--- config.mk ---
export PLATFORM = sky130hd
export DESIGN_NAME = ossw_top
export DESIGN_NICKNAME = d
export VERILOG_FILES = /design/src/hdl/ossw_pkg.sv /design/src/hdl/ossw_top.sv
export SDC_FILE = /design/constraint.sdc
export NUM_CORES = 1
export LEC_CHECK = 0
export BUFFER_PORTS_ARGS = -buffer_cell sky130_fd_sc_hd__buf_2
export CAP_MARGIN = 20
export CORE_MARGIN = 1.5
export CORE_UTILIZATION = 52
export CTS_CLUSTER_DIAMETER = 40
export DETAILED_ROUTE_END_ITERATION = 10
export PLACE_DENSITY_LB_ADDON = 0.15
export RECOVER_POWER = 100
export SYNTH_ARGS = -nofsm -noshare
export SYNTH_HDL_FRONTEND = slang
export SYNTH_SLANG_ARGS = --single-unit
--- constraint.sdc ---
create_clock -name mclk -period 2.4 [get_ports mclk]
set_input_delay 0.24 -clock mclk [delete_from_list [all_inputs] [get_ports mclk]]
set_output_delay 0.24 -clock mclk [all_outputs]
set_load 0.01 [all_outputs]
--- src/hdl/ossw_pkg.sv ---
// Package: register map, field positions, reset values and timing for the output safe-state watchdog
package ossw_pkg;
  localparam int          OSSW_LINES       = 32;
  localparam int          OSSW_AW          = 8;
  // Register byte offsets
  localparam logic [7:0]  OSSW_OUT_OFS     = 8'h00;
  localparam logic [7:0]  OSSW_PUP_OFS     = 8'h04;
  localparam logic [7:0]  OSSW_SAFE_OFS    = 8'h08;
  localparam logic [7:0]  OSSW_CTRL_OFS    = 8'h0C;
  localparam logic [7:0]  OSSW_LIMIT_OFS   = 8'h10;
  localparam logic [7:0]  OSSW_KICK_OFS    = 8'h14;
  localparam logic [7:0]  OSSW_STAT_OFS    = 8'h18;
  localparam logic [7:0]  OSSW_IRQ_OFS     = 8'h1C;
  localparam logic [7:0]  OSSW_MASK_OFS    = 8'h20;
  localparam logic [7:0]  OSSW_CMD_OFS     = 8'h24;
  localparam logic [31:0] OSSW_KICK_KEY    = 32'h0000A5A5;
  // Control bits
  localparam int          OSSW_CTRL_ARM    = 0;
  // Command bits
  localparam int          OSSW_CMD_SAVE    = 0;
  localparam int          OSSW_CMD_RESET   = 1;
  // Status bits
  localparam int          OSSW_ST_TRIP     = 0;
  localparam int          OSSW_ST_ARMED    = 1;
  localparam int          OSSW_ST_HOSTOWN  = 2;
  localparam int          OSSW_ST_NVBUSY   = 3;
  localparam int          OSSW_ST_LOADED   = 4;
  // Interrupt bits
  localparam int          OSSW_IRQ_N       = 2;
  localparam int          OSSW_IRQ_TRIP    = 0;
  localparam int          OSSW_IRQ_SAVED   = 1;
  // Reset values
  localparam logic [31:0] OSSW_LIMIT_RST   = 32'h000F4240;
  localparam logic [31:0] OSSW_ZERO32      = 32'h00000000;
  // Non-volatile store write time
  localparam int          OSSW_NV_WR_US    = 5;
  localparam int          OSSW_CLK_MHZ     = 100;
  localparam int          OSSW_NV_WR_CYC   = OSSW_NV_WR_US * OSSW_CLK_MHZ;
  localparam int          OSSW_NV_CW       = 10;
  typedef enum logic [1:0] {OSSW_PWR_LOAD, OSSW_PWR_HOLD, OSSW_RUN, OSSW_TRIP} ossw_mode_type;
endpackage

--- src/hdl/ossw_top.sv ---
// Output safe-state watchdog: power-up levels, watchdog timer, APB registers
//
// The implementer's own choices: the register offsets and the APB register port.
`timescale 1ns/1ps
`default_nettype none
module ossw_top (
  // Clock and reset
  input  wire  logic                           mclk,
  input  wire  logic                           srst,
  // Host restart seen on the bus side
  input  wire  logic                           host_rst,
  // APB slave
  input  wire  logic                           psel,
  input  wire  logic                           penable,
  input  wire  logic                           pwrite,
  input  wire  logic [ossw_pkg::OSSW_AW-1:0]   paddr,
  input  wire  logic [31:0]                    pwdata,
  input  wire  logic [3:0]                     pstrb,
  output var   logic [31:0]                    prdata,
  output var   logic                           pready,
  output var   logic                           pslverr,
  // Non-volatile power-up level store
  input  wire  logic [ossw_pkg::OSSW_LINES-1:0] nv_rdata,
  output var   logic [ossw_pkg::OSSW_LINES-1:0] nv_wdata,
  output var   logic                           nv_we,
  // Output lines and interrupt
  output var   logic [ossw_pkg::OSSW_LINES-1:0] dout,
  output var   logic                           irq
);
  import ossw_pkg::*;

  localparam logic [OSSW_NV_CW-1:0] NV_LAST = OSSW_NV_CW'(OSSW_NV_WR_CYC - 1);

  ossw_mode_type                  mode_reg;
  ossw_mode_type                  mode_next;
  logic [OSSW_LINES-1:0]          out_reg;
  logic [OSSW_LINES-1:0]          pup_reg;
  logic [OSSW_LINES-1:0]          safe_reg;
  logic                           arm_reg;
  logic [31:0]                    limit_reg;
  logic [31:0]                    cnt_reg;
  logic [OSSW_IRQ_N-1:0]          irq_st_reg;
  logic [OSSW_IRQ_N-1:0]          irq_mask_reg;
  logic [OSSW_NV_CW-1:0]          nv_cnt_reg;
  logic                           nv_busy_reg;
  logic                           loaded_reg;
  logic                           host_rst_s1_reg;
  logic                           host_rst_s2_reg;
  logic [31:0]                    rdata_next;

  // Byte-lane merge of a write into a stored word
  function automatic logic [31:0] ossw_merge(input logic [31:0] old, input logic [31:0] wd, input logic [3:0] be);
    logic [31:0] r;
    r = old;
    for (int i = 0; i < 4; i++) begin
      if (be[i]) begin
        r[i*8 +: 8] = wd[i*8 +: 8];
      end
    end
    return r;
  endfunction

  // Bus decode
  // Access lands only at the edge where pready is sampled high
  wire        acc       = psel && penable && pready;
  wire        wr        = acc && pwrite;
  wire        hit_out   = (paddr == OSSW_OUT_OFS);
  wire        hit_pup   = (paddr == OSSW_PUP_OFS);
  wire        hit_safe  = (paddr == OSSW_SAFE_OFS);
  wire        hit_ctrl  = (paddr == OSSW_CTRL_OFS);
  wire        hit_limit = (paddr == OSSW_LIMIT_OFS);
  wire        hit_kick  = (paddr == OSSW_KICK_OFS);
  wire        hit_stat  = (paddr == OSSW_STAT_OFS);
  wire        hit_irq   = (paddr == OSSW_IRQ_OFS);
  wire        hit_mask  = (paddr == OSSW_MASK_OFS);
  wire        hit_cmd   = (paddr == OSSW_CMD_OFS);
  wire        mapped    = hit_out | hit_pup | hit_safe | hit_ctrl | hit_limit | hit_kick |
                          hit_stat | hit_irq | hit_mask | hit_cmd;
  wire        wr_out    = wr && hit_out;
  wire [31:0] out_new   = ossw_merge(out_reg, pwdata, pstrb);
  wire        wr_ctrl   = wr && hit_ctrl;
  wire [31:0] ctrl_new  = ossw_merge({31'h00000000, arm_reg}, pwdata, pstrb);
  wire        kick      = wr && hit_kick && (pwdata == OSSW_KICK_KEY);
  wire        save_cmd  = wr && hit_cmd && pstrb[0] && pwdata[OSSW_CMD_SAVE] && !nv_busy_reg;
  wire        soft_rst  = wr && hit_cmd && pstrb[0] && pwdata[OSSW_CMD_RESET];
  wire        dev_rst   = srst || soft_rst || host_rst_s2_reg;
  wire        expire    = arm_reg && (mode_reg == OSSW_RUN) && (cnt_reg >= limit_reg);

  // Host restart is asynchronous to mclk
  always_ff @(posedge mclk) begin
    host_rst_s1_reg <= host_rst;
    host_rst_s2_reg <= host_rst_s1_reg;
  end

  // Output mode sequencing
  always_comb begin
    mode_next = mode_reg;
    case (mode_reg)
      OSSW_PWR_LOAD: mode_next = OSSW_PWR_HOLD;
      OSSW_PWR_HOLD: begin
        if (wr_out) begin
          mode_next = OSSW_RUN;
        end
      end
      OSSW_RUN: begin
        if (expire) begin
          mode_next = OSSW_TRIP;
        end
      end
      OSSW_TRIP: begin
        if (wr_out && !arm_reg) begin
          mode_next = OSSW_RUN;
        end
      end
      default: mode_next = OSSW_PWR_LOAD;
    endcase
  end

  always_ff @(posedge mclk) begin
    if (dev_rst) begin
      mode_reg <= OSSW_PWR_LOAD;
    end else begin
      mode_reg <= mode_next;
    end
  end

  // Driven levels: power-up level until software takes over, safe level once tripped
  always_ff @(posedge mclk) begin
    if (srst) begin
      dout <= nv_rdata;
    end else if (dev_rst || mode_reg == OSSW_PWR_LOAD) begin
      dout <= nv_rdata;
    end else if (mode_next == OSSW_TRIP) begin
      dout <= safe_reg;
    end else if (mode_next == OSSW_RUN) begin
      // Written word goes straight out, so no stale level shows at takeover
      dout <= wr_out ? out_new : out_reg;
    end
  end

  // Stored power-up levels are read on load
  always_ff @(posedge mclk) begin
    if (dev_rst) begin
      loaded_reg <= 1'b0;
    end else if (mode_reg == OSSW_PWR_LOAD) begin
      pup_reg    <= nv_rdata;
      loaded_reg <= 1'b1;
    end else if (wr && hit_pup) begin
      pup_reg    <= ossw_merge(pup_reg, pwdata, pstrb);
    end
  end

  // Software output, safe and limit registers
  always_ff @(posedge mclk) begin
    if (dev_rst) begin
      out_reg   <= OSSW_ZERO32;
      safe_reg  <= OSSW_ZERO32;
      limit_reg <= OSSW_LIMIT_RST;
    end else begin
      if (wr_out && (mode_reg != OSSW_TRIP || !arm_reg)) begin
        out_reg <= out_new;
      end
      if (wr && hit_safe) begin
        safe_reg <= ossw_merge(safe_reg, pwdata, pstrb);
      end
      if (wr && hit_limit) begin
        limit_reg <= ossw_merge(limit_reg, pwdata, pstrb);
      end
    end
  end

  // Arm bit and timeout counter; kick or arming restarts the count
  always_ff @(posedge mclk) begin
    if (dev_rst) begin
      arm_reg <= 1'b0;
      cnt_reg <= OSSW_ZERO32;
    end else begin
      if (wr_ctrl) begin
        arm_reg <= ctrl_new[OSSW_CTRL_ARM];
      end
      if (kick || wr_ctrl || !arm_reg || mode_reg != OSSW_RUN) begin
        cnt_reg <= OSSW_ZERO32;
      end else if (!expire) begin
        cnt_reg <= cnt_reg + 32'h00000001;
      end
    end
  end

  // Non-volatile store write sequence
  always_ff @(posedge mclk) begin
    if (srst) begin
      nv_busy_reg <= 1'b0;
      nv_we       <= 1'b0;
      nv_wdata    <= OSSW_ZERO32;
      nv_cnt_reg  <= '0;
    end else if (save_cmd) begin
      nv_busy_reg <= 1'b1;
      nv_we       <= 1'b1;
      nv_wdata    <= pup_reg;
      nv_cnt_reg  <= '0;
    end else if (nv_busy_reg) begin
      nv_we <= 1'b0;
      if (nv_cnt_reg == NV_LAST) begin
        nv_busy_reg <= 1'b0;
      end else begin
        nv_cnt_reg <= nv_cnt_reg + 1'b1;
      end
    end
  end

  // Interrupt status: set wins over write-one-to-clear
  wire [OSSW_IRQ_N-1:0] irq_set = {nv_busy_reg && nv_cnt_reg == NV_LAST, expire};
  wire [OSSW_IRQ_N-1:0] irq_clr = (wr && hit_irq && pstrb[0]) ? pwdata[OSSW_IRQ_N-1:0] : '0;

  always_ff @(posedge mclk) begin
    if (srst) begin
      irq_st_reg   <= '0;
      irq_mask_reg <= '0;
      irq          <= 1'b0;
    end else begin
      irq_st_reg <= (irq_st_reg & ~irq_clr) | irq_set;
      if (wr && hit_mask && pstrb[0]) begin
        irq_mask_reg <= pwdata[OSSW_IRQ_N-1:0];
      end
      irq <= |(((irq_st_reg & ~irq_clr) | irq_set) & irq_mask_reg);
    end
  end

  // Read mux
  always_comb begin
    rdata_next = OSSW_ZERO32;
    if (hit_out) begin
      rdata_next = out_reg;
    end else if (hit_pup) begin
      rdata_next = pup_reg;
    end else if (hit_safe) begin
      rdata_next = safe_reg;
    end else if (hit_ctrl) begin
      rdata_next = {31'h00000000, arm_reg};
    end else if (hit_limit) begin
      rdata_next = limit_reg;
    end else if (hit_kick) begin
      rdata_next = cnt_reg;
    end else if (hit_stat) begin
      rdata_next[OSSW_ST_TRIP]    = (mode_reg == OSSW_TRIP);
      rdata_next[OSSW_ST_ARMED]   = arm_reg;
      rdata_next[OSSW_ST_HOSTOWN] = (mode_reg == OSSW_RUN);
      rdata_next[OSSW_ST_NVBUSY]  = nv_busy_reg;
      rdata_next[OSSW_ST_LOADED]  = loaded_reg;
    end else if (hit_irq) begin
      rdata_next[OSSW_IRQ_N-1:0] = irq_st_reg;
    end else if (hit_mask) begin
      rdata_next[OSSW_IRQ_N-1:0] = irq_mask_reg;
    end
  end

  // APB answer: no wait state, access phase ends at its first cycle
  always_ff @(posedge mclk) begin
    if (srst) begin
      pready  <= 1'b0;
      pslverr <= 1'b0;
      prdata  <= OSSW_ZERO32;
    end else begin
      pready  <= psel && !penable;
      pslverr <= psel && !penable && !mapped;
      prdata  <= (psel && !penable && !pwrite) ? rdata_next : OSSW_ZERO32;
    end
  end

  // Assertions
  property p_trip_safe;
    @(posedge mclk) disable iff (dev_rst)
    (mode_reg == OSSW_RUN && expire && !dev_rst) |=> (dout == safe_reg) && (mode_reg == OSSW_TRIP);
  endproperty
  a_trip_safe: assert property (p_trip_safe) else $error("safe levels not driven after expiry");

  property p_trip_hold;
    @(posedge mclk) disable iff (dev_rst)
    (mode_reg == OSSW_TRIP && arm_reg && !dev_rst) |=> (mode_reg == OSSW_TRIP) && (dout == safe_reg);
  endproperty
  a_trip_hold: assert property (p_trip_hold) else $error("tripped state left while armed");

  property p_reset_release;
    @(posedge mclk) (soft_rst && !srst) |=> (mode_reg == OSSW_PWR_LOAD) && !arm_reg;
  endproperty
  a_reset_release: assert property (p_reset_release) else $error("reset did not release watchdog");

  property p_pup_hold;
    @(posedge mclk) disable iff (srst)
    (mode_reg == OSSW_PWR_HOLD && !wr_out && !dev_rst) |=> (dout == $past(dout));
  endproperty
  a_pup_hold: assert property (p_pup_hold) else $error("power-up levels changed without host write");

  property p_load_nv;
    @(posedge mclk) disable iff (srst)
    (mode_reg == OSSW_PWR_LOAD && !dev_rst) |=> (pup_reg == $past(nv_rdata)) && (mode_reg == OSSW_PWR_HOLD);
  endproperty
  a_load_nv: assert property (p_load_nv) else $error("stored levels not loaded");

  property p_nv_write;
    @(posedge mclk) disable iff (srst)
    save_cmd |=> nv_we && (nv_wdata == $past(pup_reg)) ##1 !nv_we;
  endproperty
  a_nv_write: assert property (p_nv_write) else $error("store write pulse wrong");

  property p_pup_write;
    @(posedge mclk) disable iff (dev_rst)
    (wr && hit_pup && pstrb == 4'hF && mode_reg != OSSW_PWR_LOAD) |=> (pup_reg == $past(pwdata));
  endproperty
  a_pup_write: assert property (p_pup_write) else $error("power-up level write lost");

  property p_glitch_free;
    @(posedge mclk) disable iff (srst)
    (mode_reg == OSSW_PWR_LOAD && !dev_rst) |=> (dout == $past(nv_rdata));
  endproperty
  a_glitch_free: assert property (p_glitch_free) else $error("output not at power-up level");

  property p_kick;
    @(posedge mclk) disable iff (dev_rst)
    (kick && mode_reg == OSSW_RUN) |=> (cnt_reg == 32'h00000000);
  endproperty
  a_kick: assert property (p_kick) else $error("refresh did not restart count");
endmodule
`default_nettype wire

# After elaboration in Yosys (flattened, before gate mapping)
# Cells that the tools add are included.
# totals
ff_bits	281
input_bits	82
word_cells	169
# op_classes
add_sub_neg	2
order_cmp	1
eq_ne	18
muxes	36
n_bitwise	16
n_reduce_logical	66
# op_table
cell	count
$mux 32	12
$mux 8	8
$add 32x1->32 const B	1
$eq 32x16->1 const B	1
$eq 8x5->1 const B	4
$ge 32x32->1	1
$logic_and 1x1->1	27
$mux 27	1
$reduce_and 2->1	10
$eq 8x4->1 const B	2
$eq 8x6->1 const B	2
$mux 2	7
$reduce_and 3->1	4
$reduce_bool 2->1	6
$add 10x1->10 const B	1
$eq 10x9->1 const B	1
$or 1x1->1	9
$eq 2x2->1 const B	4
$eq 8x3->1 const B	1
$logic_not 8->1	1
$pmux 2 s4	1
$reduce_or 2->1	4
$logic_or 1x1->1	7
$logic_not 1->1	5
other kinds (11)	19

# Longest topological paths before layout
# depth
ltp_word	12
mapped_depth	12

# Worst setup path after synthesis
# OpenSTA, ideal clock, no wires.
# synth_timing
kind	flip-flop to flip-flop
startpoint	register pready
endpoint	register dout[0] (netlist name), enable pin
setup_time_ns	0.390
t_arrival_ns	2.179
slack_ns	-0.169
path_stages_with_launch	8
n_path_buf	2
synth_period_minus_slack_ns	2.569
path_cell_list	dfxtp_1 and4_1 clkbuf_1 nand2_1 nor3_2 a211o_1 clkbuf_1 or3_1
# synth_between
elab_chain_cells	9
elab_cells_between_ends	16
cone_classes	2 x eq/ne; 3 x mux; 11 x reduce/logical
# synth_lines
item	line_no	rtl
from (decl)	ossw_top.sv:20	output var logic pready,
from (signal assigned)	ossw_top.sv:264	pready <= psel && !penable;
$logic_and 1x1->1 (*)	ossw_top.sv:65	wire acc = psel && penable && pready;
$logic_and 1x1->1 (*)	ossw_top.sv:66	wire wr = acc && pwrite;
branches (longest 6 deep; another with $pmux 2 s4)	--	
$reduce_bool 4->1 (no source line) (*)	--	
to (signal assigned)	ossw_top.sv:130	dout <= nv_rdata;
to (signal assigned)	ossw_top.sv:132	dout <= nv_rdata;
to (signal assigned)	ossw_top.sv:134	dout <= safe_reg;
to (decl)	ossw_top.sv:27	output var logic [ossw_pkg::OSSW_LINES-1:0] dout,
# Mark *: on every way between the ends.
# A chain may end at the register's enable or synchronous reset.

# Worst setup path after layout
# layout_timing
startpoint	register limit_reg[26]
endpoint	register dout[22] (netlist name), data pin
# layout_between
elab_chain_cells	8
# layout_lines
item	line_no	rtl
from (decl)	ossw_top.sv:40	logic [31:0] limit_reg;
from (signal assigned)	ossw_top.sv:167	limit_reg <= ossw_merge(limit_reg, pwdata, pstrb);
$ge 32x32->1	ossw_top.sv:87	wire expire = arm_reg && (mode_reg == OSSW_RUN) && (cnt_reg >= limit_reg);
$logic_and 1x1->1	ossw_top.sv:87	
$mux 2	ossw_top.sv:106	if (expire) begin
$pmux 2 s4	ossw_top.sv:98	case (mode_reg)
$eq 2x2->1	ossw_top.sv:133	end else if (mode_next == OSSW_TRIP) begin
$mux 32	ossw_top.sv:133	
$mux 32	ossw_top.sv:131	end else if (dev_rst || mode_reg == OSSW_PWR_LOAD) begin
$mux 32	ossw_top.sv:129	if (srst) begin
# Every way passes these cells.

==> results.json <==
{
  "power_leakage_nw": 6.17,
  "dp.cells": 1988,
  "cts.sinks": 281,
  "wirelength_mm": 41.0,
  "dieWidth_um": 161,
  "power_density_nw_per_um2": 678,
  "yosysTopAreaCell": "dfxtp_1",
  "initial_utilization_pct": 53.3,
  "dr_wl_met3_mm": 2.84,
  "max_stage_delay_ps": 380,
  "timing.fmax_mhz": 357,
  "fin_util_pct": 69.9,
  "grt_antenna_before_repair": 2,
  "place_congestion": 0.921,
  "instances_no_fill": 2083,
  "cp_common_cell": "o21ai_1",
  "grt_use_total_pct": 31.0,
  "drive_gt1_share_pct": 25.6,
  "async_flop_share_pct": 0,
  "ys_seq_elements": 281,
  "path_cells": "inv_2 > ha_4 > nand4_1 > nor4_2 > o21ai_1 > o2111a_1 > nor3b_2 > buf_4 > buf_12 > mux2i_2 > o21ai_1",
  "drc": 0,
  "synth_nets": 1537,
  "path_clk_slew_ps": 60,
  "fin_nets": 1843,
  "maxSlewHeadroom_pct": 44.9,
  "fin_crit_ps": 2800,
  "slowest_stage": "nor4_2",
  "wl_met1_mm": 16.8,
  "cp.arrival_ps": 3070,
  "clock_latency_ps": 520,
  "detailedPlacementHpwl_mm": 27.4,
  "root_buffer": "clkbuf_16",
  "worstSetupStartpointType": "register",
  "io_buffer_count": 181,
  "status": "finished, violations left",
  "clock_skew_ps": 12.2,
  "violations": "negative setup slack",
  "worstMarginPinSlew_ps": 823,
  "wl_per_cell_um": 19.7,
  "diodes": 0,
  "drt-pass1-iter-count": 6,
  "synthDistinctLibCells": 68,
  "dr.max_layer_used": "met4",
  "whs_ps": 10.6,
  "cts_max_path_buffers": 3,
  "crit_type": "reg -> reg",
  "first_global_vias": 12000,
  "dr.first_iter.drc_count": 1216,
  "synth_most_common_cell": "nand2_1",
  "worstSetupEndpointType": "register",
  "seq_area_frac_synth_pct": 48.1,
  "fin_ws_ps": -400,
  "ioPinCount": 182,
  "total_power_w": 0.0116,
  "required_ps": 2670,
  "via_per_inst": 5.86,
  "yosys-top-cells-area": "dfxtp_1, edfxtp_1, nand2_1, a21oi_1, mux2_2",
  "vias": 12200,
  "synthFlopType": "dfxtp_1",
  "hold_viol": 0,
  "synth_edf_count": 64,
  "grt_max_degree": 36,
  "syn_area_per_cell_um2": 9.17,
  "final_antenna_net_count": 0,
  "cts_tree": "built",
  "grt_pass1_wl_mm": 63.7,
  "ys.warnings.count": 0,
  "grt_overflow_total": 0,
  "core_um2": 24500,
  "max-cap-violations": 0,
  "cts_max_level": 2,
  "die_h_um": 161,
  "synth_common_cells": "nand2_1, dfxtp_1, a21oi_1",
  "numCtsBuffers": 42,
  "die_area_um2": 26000,
  "slew_violations": 0,
  "syn2layout_area_growth_pct": 31.1,
  "floorplan.rows": 57,
  "period_share_pct": 117,
  "syn_inst": 1421,
  "hold_class": "in -> reg",
  "rsz0062_at_grt": "yes",
  "wl_met2_mm": 20.0,
  "peakVddDrop_mv": 0.936,
  "syn-cell-area_um2": 13000,
  "yosysTopAreaCellShare_pct": 33.3,
  "setup_viol": 65,
  "critical_path_peak_fanout": 6
}
[cells by family after synthesis]
| kind of cell | synth area share [%] |
|---|---|
| simple gates | 16.6 |
| compound gates | 15.1 |
| flops | 48.1 |
| mux | 10.7 |
| buf+inv | 3.94 |
| xor+xnor | 2.28 |
| fa+ha+maj | 3.26 |
[critical path, delay by kind of cell (launching register included)]
kind	cells	cell delay [ps]
simple gates	3	800
mux	1	220
fa+ha+maj	1	250
compound gates	3	540
flops	1	330
buf+inv	3	410
[stage by stage]
stage / setup WS (ps) / area, um2 / setup TNS [ps]
6_report: -400 / 17100 / -17690
5_1_grt: -496 / 17100 / -27150
4_1_cts: -304 / 17100 / -12310
3_5_place_dp: -342 / 15300 / -15860
3_3_place_gp: -278 / 15300 / -10000
2_1_floorplan: -95.2 / 13100 / -2440
[routing by layer]
| layer | vias up | GRT usage [%] |
|---|---|---|
| li1 | 5718 | - |
| met2 | 549 | 53.5 |
| met5 | - | 0 |
| met1 | 5837 | 39.1 |
| met4 | 0 | 13.0 |
| met3 | 108 | 3.65 |
[area by class of cell]
type                    instances  area [um2]
clock buffers                  51        1190
fillers                      1967        7370
well taps                     324         405
inverters                      42         158
flip-flops and latches        281        6280
multi-input cells            1011        6610
repair buffers                349        2210
clock inverters                25         238
[final timing paths]
kind / from / to / depth (start not counted) / slack (ps)
setup / recovery: limit_reg[26]$_SDFFE_PP0P_ / dout[22]$_DFFE_PP_ / 11 / -400
hold / removal: nv_rdata[11] / dout[11]$_DFFE_PP_ / 3 / 10
setup reg to reg: limit_reg[26]$_SDFFE_PP0P_ / dout[22]$_DFFE_PP_ / 11 / -400
hold reg to reg: host_rst_s1_reg$_DFF_P_ / host_rst_s2_reg$_DFF_P_ / 0 / 330
[where the power goes]
group	switching (W)	leakage [nW]	internal (W)
clock network	0.00226	0.698	0.00387
registers	0.0000338	2.39	0.00492
logic	0.000314	3.09	0.000185
[layout by cell type (no fill, tap or decap), types with 5 or more instances in the layout]
cell and n:
xnor2_1 26, mux2_2 64, nor2_2 9, nand2_1 234, ha_4 8, a31oi_1 6
ha_1 25, buf_6 7, clkbuf_1 112, buf_4 121, o21ai_0 49, buf_12 12
inv_1 37, edfxtp_1 64, nor3_1 14, o21ai_1 32, xor2_1 7, clkbuf_2 8
a21oi_1 167, dlygate4sd3_1 5, nand4_1 13, dfxtp_1 205, and3_1 9, a222oi_1 29
o211ai_1 9, clkinv_2 8, clkbuf_16 45, mux2i_1 64, nand3_1 49, nor2_1 94
nor4_1 6, inv_2 5, buf_2 81, dfxtp_2 12
[what timing repair did]
action / 4_1_cts / 5_1_grt
hold endpoints to repair: 5 / 0
gates resized for setup: 64 / 31
hold buffers: 5 / 0
endpoints found under the setup margin: 66 / 66
gates cloned: 5 / 0
buffers inserted: 6 / 5
pin swaps: 20 / 20
(Power assumes the default switching activity.)
